File: config.mk
export PLATFORM = sky130hd
export DESIGN_NAME = clock_mode_divider_path
export DESIGN_NICKNAME = d
export VERILOG_FILES = /design/src/logic/clock_mode_pkg.sv /design/src/logic/tick_divider.sv /design/src/logic/clock_mode_divider_path.sv
export SDC_FILE = /design/constraint.sdc
export NUM_CORES = 1
export LEC_CHECK = 0
export BUFFER_PORTS_ARGS = -buffer_cell sky130_fd_sc_hd__buf_2
export CAP_MARGIN = 20
export CORE_UTILIZATION = 50
export CTS_BUF_LIST = sky130_fd_sc_hd__clkbuf_8
export DETAILED_ROUTE_END_ITERATION = 7
export GPL_ROUTABILITY_DRIVEN = 0
export HOLD_SLACK_MARGIN = 0.1
export MAX_ROUTING_LAYER = met4
export PLACE_DENSITY = 0.69
export SETUP_SLACK_MARGIN = 0.1
export SYNTH_ARGS = -nofsm -noshare
export SYNTH_HDL_FRONTEND = slang
export SYNTH_SLANG_ARGS = --single-unit
File: constraint.sdc
create_clock -name clk_sys -period 7.3 [get_ports clk_sys]
set_input_delay 0.73 -clock clk_sys [delete_from_list [all_inputs] [get_ports clk_sys]]
set_output_delay 0.73 -clock clk_sys [all_outputs]
set_load 0.03 [all_outputs]
File: src/logic/clock_mode_pkg.sv
// shared types and constants for the clock mode and divider path
// assumes all control inputs come from logic on clk_sys
package clock_mode_pkg;
    // width of every divider factor
    localparam int FACTOR_W = 8;
    // mode request codes as seen on the control input
    localparam logic [1:0] MODE_DIRECT = 2'h0;
    localparam logic [1:0] MODE_PRESCALE = 2'h1;
    localparam logic [1:0] MODE_MULT = 2'h2;
    localparam logic [1:0] MODE_BASE = 2'h3;
    // reset values of the active configuration
    localparam logic [1:0] RST_MODE = 2'h0;
    localparam logic [7:0] RST_FACTOR = 8'h01;
    localparam logic RST_SYS_HALF = 1'b0;
    // sampler reset: a high pin level is assumed, so a pin that is
    // already high when reset ends is not taken as a rising edge
    localparam logic [2:0] RST_SYNC = 3'h7;
    localparam logic RST_LVL = 1'b1;
    // number of asynchronous clock pins sampled
    localparam int PIN_N = 2;
    localparam int PIN_OSC = 0;
    localparam int PIN_LOOP = 1;

    // one-hot path state of the active configuration
    typedef enum logic [3:0] {
        ST_DIRECT = 4'h1,
        ST_PRESCALE = 4'h2,
        ST_MULT = 4'h4,
        ST_BASE = 4'h8
    } path_t;

    // a complete clock configuration
    typedef struct packed {
        logic [1:0] mode;
        logic [7:0] p_factor;
        logic [7:0] n_factor;
        logic [7:0] k_factor;
        logic sys_half;
    } clk_cfg_t;
endpackage

File: src/logic/tick_divider.sv
// divides a stream of one-cycle ticks by a programmable factor
// assumes tick_in is a single-cycle strobe on clk_sys
`timescale 1ns/10ps
module tick_divider (
    // clock and reset
    input wire logic clk_sys,
    input wire logic rst_b,
    // ticks and control
    input wire logic tick_in,
    input wire logic restart,
    input wire logic [7:0] factor,
    // divided strobe
    output logic tick_out
);
    logic [7:0] cnt_q; // ticks seen in the current period
    logic [7:0] last; // terminal count, zero treated as one

    // a factor of zero would never wrap, so it acts as one
    assign last = (factor == 8'h00) ? 8'h00 : factor - 8'h01;
    assign tick_out = tick_in && (cnt_q == last);

    // period counter, cleared on restart so a new factor starts clean
    always_ff @(posedge clk_sys) begin
        if (!rst_b || restart) begin
            cnt_q <= 8'h00;
        end else if (tick_out) begin
            cnt_q <= 8'h00;
        end else if (tick_in) begin
            cnt_q <= cnt_q + 8'h01;
        end
    end
endmodule // tick_divider

File: src/logic/clock_mode_divider_path.sv
// clock mode selection and divider path for cpu and system clocks
// assumes oscillator and loop oscillator arrive as asynchronous pins,
// sampled on clk_sys, which must run well above both
`timescale 1ns/10ps
module clock_mode_divider_path (
    // clock and reset
    input wire logic clk_sys,
    input wire logic rst_b,
    // asynchronous clock pins
    input wire logic oscillator_clock,
    input wire logic loop_osc_clock,
    // requested configuration
    input wire clock_mode_pkg::clk_cfg_t cfg_req,
    // derived clocks
    output logic cpu_clk,
    output logic system_clock,
    // loop control toward the analogue loop
    output logic ref_pulse,
    output logic fb_pulse,
    output logic loop_bypass,
    output logic loop_free_run,
    // status
    output logic cfg_busy
);
    logic [2:0] sync_q [clock_mode_pkg::PIN_N]; // three-stage samplers
    logic [clock_mode_pkg::PIN_N-1:0] lvl_q; // filtered pin levels
    logic [clock_mode_pkg::PIN_N-1:0] rise; // filtered rising edges
    logic osc_tick; // oscillator edge strobe
    logic loop_tick; // loop oscillator edge strobe
    clock_mode_pkg::clk_cfg_t cfg_q; // active configuration
    clock_mode_pkg::path_t path_q; // active path
    logic p_tick; // predivider output
    logic n_tick; // feedback divider output
    logic k_in; // postdivider source
    logic k_tick; // postdivider output
    logic cpu_tick; // cpu clock edge strobe
    logic sys_tick; // system clock edge strobe
    logic ph_q; // halving phase
    logic cpu_clk_q; // cpu clock level
    logic sys_clk_q; // system clock level
    logic apply; // take new configuration now
    logic ref_q; // registered reference strobe
    logic fb_q; // registered feedback strobe

    // decode a requested mode code into a path
    function automatic clock_mode_pkg::path_t mode_path(
        input logic [1:0] code
    );
        case (code)
            clock_mode_pkg::MODE_PRESCALE: mode_path = clock_mode_pkg::ST_PRESCALE;
            clock_mode_pkg::MODE_MULT: mode_path = clock_mode_pkg::ST_MULT;
            clock_mode_pkg::MODE_BASE: mode_path = clock_mode_pkg::ST_BASE;
            default: mode_path = clock_mode_pkg::ST_DIRECT;
        endcase
    endfunction

    // pin samplers; only stages two and three feed the filter
    genvar gi;
    generate
        for (gi = 0; gi < clock_mode_pkg::PIN_N; gi++) begin : g_pin
            logic pin; // raw pin for this lane
            assign pin = (gi == clock_mode_pkg::PIN_OSC) ? oscillator_clock
                                                        : loop_osc_clock;
            // shift chain; preset high so the first counted edge
            // always follows a low level that was really seen
            always_ff @(posedge clk_sys) begin
                if (!rst_b) begin
                    sync_q[gi] <= clock_mode_pkg::RST_SYNC;
                end else begin
                    sync_q[gi] <= {sync_q[gi][1:0], pin};
                end
            end
            // level accepted only once stages two and three agree
            // a false edge after reset would cut the first cpu pulse
            always_ff @(posedge clk_sys) begin
                if (!rst_b) begin
                    lvl_q[gi] <= clock_mode_pkg::RST_LVL;
                end else if (sync_q[gi][1] == sync_q[gi][2]) begin
                    lvl_q[gi] <= sync_q[gi][2];
                end
            end
            assign rise[gi] = (sync_q[gi][1] == sync_q[gi][2])
                              && sync_q[gi][2] && !lvl_q[gi];
        end
    endgenerate

    assign osc_tick = rise[clock_mode_pkg::PIN_OSC];
    assign loop_tick = rise[clock_mode_pkg::PIN_LOOP];

    // predivider always runs on the oscillator
    tick_divider u_p_div (
        .clk_sys(clk_sys),
        .rst_b(rst_b),
        .tick_in(osc_tick),
        .restart(apply),
        .factor(cfg_q.p_factor),
        .tick_out(p_tick)
    );

    // feedback divider brings the loop clock down to the reference
    tick_divider u_n_div (
        .clk_sys(clk_sys),
        .rst_b(rst_b),
        .tick_in(loop_tick),
        .restart(apply),
        .factor(cfg_q.n_factor),
        .tick_out(n_tick)
    );

    // postdivider source: predivided oscillator or loop clock
    always_comb begin
        k_in = 1'b0;
        case (path_q)
            clock_mode_pkg::ST_PRESCALE: k_in = p_tick;
            clock_mode_pkg::ST_MULT: k_in = loop_tick;
            clock_mode_pkg::ST_BASE: k_in = loop_tick;
            default: k_in = 1'b0;
        endcase
    end

    tick_divider u_k_div (
        .clk_sys(clk_sys),
        .rst_b(rst_b),
        .tick_in(k_in),
        .restart(apply),
        .factor(cfg_q.k_factor),
        .tick_out(k_tick)
    );

    // direct mode skips every divider
    assign cpu_tick = (path_q == clock_mode_pkg::ST_DIRECT) ? osc_tick
                                                            : k_tick;
    // halving drops every other cpu edge
    assign sys_tick = cpu_tick && (!cfg_q.sys_half || ph_q);

    // switch only where both clocks fall together, so the last old
    // pulse is whole and the first new one starts from low; a dead
    // source therefore holds off any change until it runs again
    assign apply = sys_tick && sys_clk_q && cpu_clk_q
                   && (cfg_req != cfg_q);

    // active configuration
    always_ff @(posedge clk_sys) begin
        if (!rst_b) begin
            cfg_q <= '{mode: clock_mode_pkg::RST_MODE,
                       p_factor: clock_mode_pkg::RST_FACTOR,
                       n_factor: clock_mode_pkg::RST_FACTOR,
                       k_factor: clock_mode_pkg::RST_FACTOR,
                       sys_half: clock_mode_pkg::RST_SYS_HALF};
        end else if (apply) begin
            cfg_q <= cfg_req;
        end
    end

    // active path follows the configuration
    always_ff @(posedge clk_sys) begin
        if (!rst_b) begin
            path_q <= clock_mode_pkg::ST_DIRECT;
        end else if (apply) begin
            path_q <= mode_path(cfg_req.mode);
        end
    end

    // clock levels and halving phase
    always_ff @(posedge clk_sys) begin
        if (!rst_b) begin
            cpu_clk_q <= 1'b0;
            sys_clk_q <= 1'b0;
            ph_q <= 1'b0;
        end else if (apply) begin
            cpu_clk_q <= 1'b0;
            sys_clk_q <= 1'b0;
            ph_q <= 1'b0;
        end else if (cpu_tick) begin
            cpu_clk_q <= !cpu_clk_q;
            ph_q <= cfg_q.sys_half ? !ph_q : 1'b0;
            if (sys_tick) begin
                sys_clk_q <= !sys_clk_q;
            end
        end
    end

    // reference and feedback strobes, live only while the loop locks
    always_ff @(posedge clk_sys) begin
        if (!rst_b) begin
            ref_q <= 1'b0;
            fb_q <= 1'b0;
        end else begin
            ref_q <= p_tick && (path_q == clock_mode_pkg::ST_MULT);
            fb_q <= n_tick && (path_q == clock_mode_pkg::ST_MULT);
        end
    end

    assign cpu_clk = cpu_clk_q;
    assign system_clock = sys_clk_q;
    assign ref_pulse = ref_q;
    assign fb_pulse = fb_q;
    assign loop_bypass = path_q[0] || path_q[1];
    assign loop_free_run = path_q[3];
    assign cfg_busy = (cfg_req != cfg_q);
endmodule // clock_mode_divider_path

==> results_dict.tcl <==
set metrics [dict create \
    hold_violations 0 \
    ctsResizeCount 0 \
    areaGrowthSynthToFinish_pct 9.591 \
    io_buffers 37 \
    io_pins 38 \
    utilization 0.5679 \
    holdPathStages 1 \
    synth-edff-count 0 \
    die_area_um2 8932 \
    slew-limit-headroom 0.4272 \
    vdd_ir_drop_max_mv 0.08438 \
    drive_above_1_share 0.1271 \
    gr-total-overflow 0 \
    rsz0062_at_grt "false" \
    tns_ns 0 \
    post-route-period-util 0.5483 \
    worstSetupPathType "register to register" \
    async_flop_share 0 \
    die_w_um 94.51 \
    grt_pass1_vias 3386 \
    place_hpwl_um 7189 \
    yosysMostFrequentCell "dfxtp_1" \
    yosys-top-cells-count "dfxtp_1, nand2_1, mux2i_1" \
    n_antenna_cell 0 \
    synthesis.area_um2 4279 \
    route.detailed.drc 0 \
    crit_chain "inv_1, ha_1, or4b_1, o21ai_0, a211oi_1, nor4_1, and4b_1, o2111ai_4, a21oi_4, buf_4, mux2_1" \
    synth_cells 505 \
    crit_slowest_cell "or4b_1" \
    clockBufferDepth 2 \
    cts_max_level 3 \
    synth_seq_cells 68 \
    rr_endpoint "path_q[0]" \
    power_leakage_nw 1.682 \
    crit_path_end_kind "register" \
    timing.fmax_mhz 249.8 \
    slew_violations 0 \
    die_y_um 94.51 \
    grt_max_degree 73 \
    core_um2 8258 \
    ant_nets 0 \
    crit_required_ns 7.54 \
    avgSynthCellArea_um2 8.473 \
    clkLatencyLatePin_ns 0.35 \
    floorplan.initialDensity 0.5182 \
    pwr_density_cell_nw_per_um2 165.9 \
    max_cap_violations 0 \
    routedWlPerCell_um 15.39 \
    rows 33 \
    status "finished clean" \
    yosys-top-cells-area "dfxtp_1, mux2i_1, xor2_1, xnor2_1, nand2_1" \
    r2r_cells 11 \
    drt-pass1-iter-count 5 \
    grt_pass1_wl_um 15730 \
    fin_worst_skew_ns 0.007518 \
    fillCellCount 755 \
    worstSetupStartpoint "cfg_q[17]" \
    worst_pin_slew_ns 0.8514 \
    cp-endpoint "path_q[0]" \
    synth.top_cell.area_share 0.3181 \
    finalSetupViolCount 0 \
    final_net_count 561 \
    r2r_slack_ns 3.30 \
    clkSlewWorstSetupHoldPaths_ns 0.08 \
    synth_cell_types 65 \
    holdBufCountCts 0 \
    initialDrtViolationCount 220 \
    clockRootBuffer "clkbuf_8" \
    min_path_type "register to register" \
    yosys_warnings 0 \
    cts_made_buffers 9 \
    wl_um 9724 \
    cpPeakStageDelay_ns 0.52 \
    period_needed_ns 4.002 \
    post_cts.repair.setup_buffers 0 \
    timing.rr.start "cfg_q[17]" \
    yosysSeqAreaShare 0.3181 \
    synth_nets 544 \
    antenna_found_initial 0 \
    synth_top_area_cell "dfxtp_1" \
    grt.total_usage 0.2330 \
    num_vias 3632 \
    cp_max_fo 39 \
    vias_per_cell 5.747 \
    cts.sink_count 68 \
    arrival_ns 4.24 \
    cts_tree "yes" \
    start_kind "register" \
    synthFlopType "dfxtp_1" \
]
[worst min path at each step]
stage | from | to | slack, ns
after global placement | sync_q[1][0] | sync_q[1][1] | 0.39
after floorplan | sync_q[0][0] | sync_q[0][1] | 0.39
after global routing | sync_q[1][0] | sync_q[1][1] | 0.45
after detailed placement | sync_q[0][0] | sync_q[0][1] | 0.40
final | sync_q[1][0] | sync_q[1][1] | 0.42
after CTS | sync_q[1][0] | sync_q[1][1] | 0.42
[cells by family (layout without fill, tap and decap cells)]
kind of cell,after synthesis,in the layout,synth area share
and+or+nand+nor,212,212,0.2705
AOI/OAI and AO/OA,69,69,0.1214
DFF,68,68,0.3181
xor gates and xnor gates,60,60,0.1260
buffers and inverters,52,74,0.05584
muxes,36,36,0.08480
adders and majority gates,8,8,0.02339
[state kept, by name, indices dropped and copies added, names as in the netlist]
register / flops
sync_q: 6
cfg_q: 27
u_p_div.cnt_q: 8
u_n_div.cnt_q: 8
cpu_clk: 1
system_clock: 1
ph_q: 1
path_q: 4
ref_pulse: 1
lvl_q: 2
u_k_div.cnt_q: 8
fb_pulse: 1
[per-layer routing]
layer  part of all wire  vias to the layer above  GRT usage
met5                  0                        -          -
met4              0.012                        0    0.07197
met3              0.041                       10    0.05636
met2               0.47                       81     0.3659
met1               0.48                     1700     0.2950
li1                   -                     1841          -
[worst max-delay path, delay by kind of cell, from the launching register on]
kind | cells | cell delay (ns)
AND/OR/NAND/NOR | 3 | 1.51
flip-flops | 1 | 0.37
multiplexers | 1 | 0.38
buffers and inverters | 2 | 0.64
adder cells (fa/ha/maj) | 1 | 0.33
AO/OA/AOI/OAI | 4 | 0.65
[power breakdown]
part	switching, mW	total (mW)	internal (mW)
sequential	0.00132	0.374	0.373
clock	0.152	0.364	0.211
combinational	0.0239	0.0403	0.0165
[area by class of cell]
cell class | instances | area, µm² | area share
Clock buffer | 11 | 151.4 | 0.03228
Tap cell | 105 | 131.4 | 0.02801
Clock inverter | 5 | 83.83 | 0.01788
Timing Repair Buffer | 40 | 207.7 | 0.04429
Multi-Input combinational cell | 385 | 2686 | 0.5728
Sequential cell | 68 | 1361 | 0.2903
Inverter | 18 | 67.56 | 0.01441
[per-stage QoR]
stage	cell area, µm²	hold slack, ns	worst slack, ns	instances	power, mW
CTS	4690	0.4198	3.333	632	0.7840
detailed placement	4454	0.3985	3.374	616	0.4230
global placement	4454	0.3870	3.501	616	0.4225
finish	4690	0.4160	3.298	632	0.7781
floorplan	4279	0.3863	4.154	505	0.4052
global route	4690	0.4519	3.044	632	0.8062
[cell usage in the layout (no fill, tap or decap), types with 5 or more instances in the layout]
cell type,netlist,routed
nand2_1,61,61
mux2i_1,34,34
nand3_1,13,13
xnor2_1,28,28
nor3b_1,6,6
o211ai_1,6,6
and3_1,6,6
nor2b_1,6,6
nor3_1,13,13
or3_1,8,8
nand4_1,11,11
ha_1,8,8
clkbuf_8,0,11
inv_1,17,17
buf_2,5,37
nor2_1,27,27
o22ai_1,5,5
o21ai_0,16,16
nand2b_1,10,10
dfxtp_1,68,68
a21oi_1,14,14
or4_1,5,5
xor2_1,31,31
nor4_1,16,16
(Power assumes the default switching activity.)
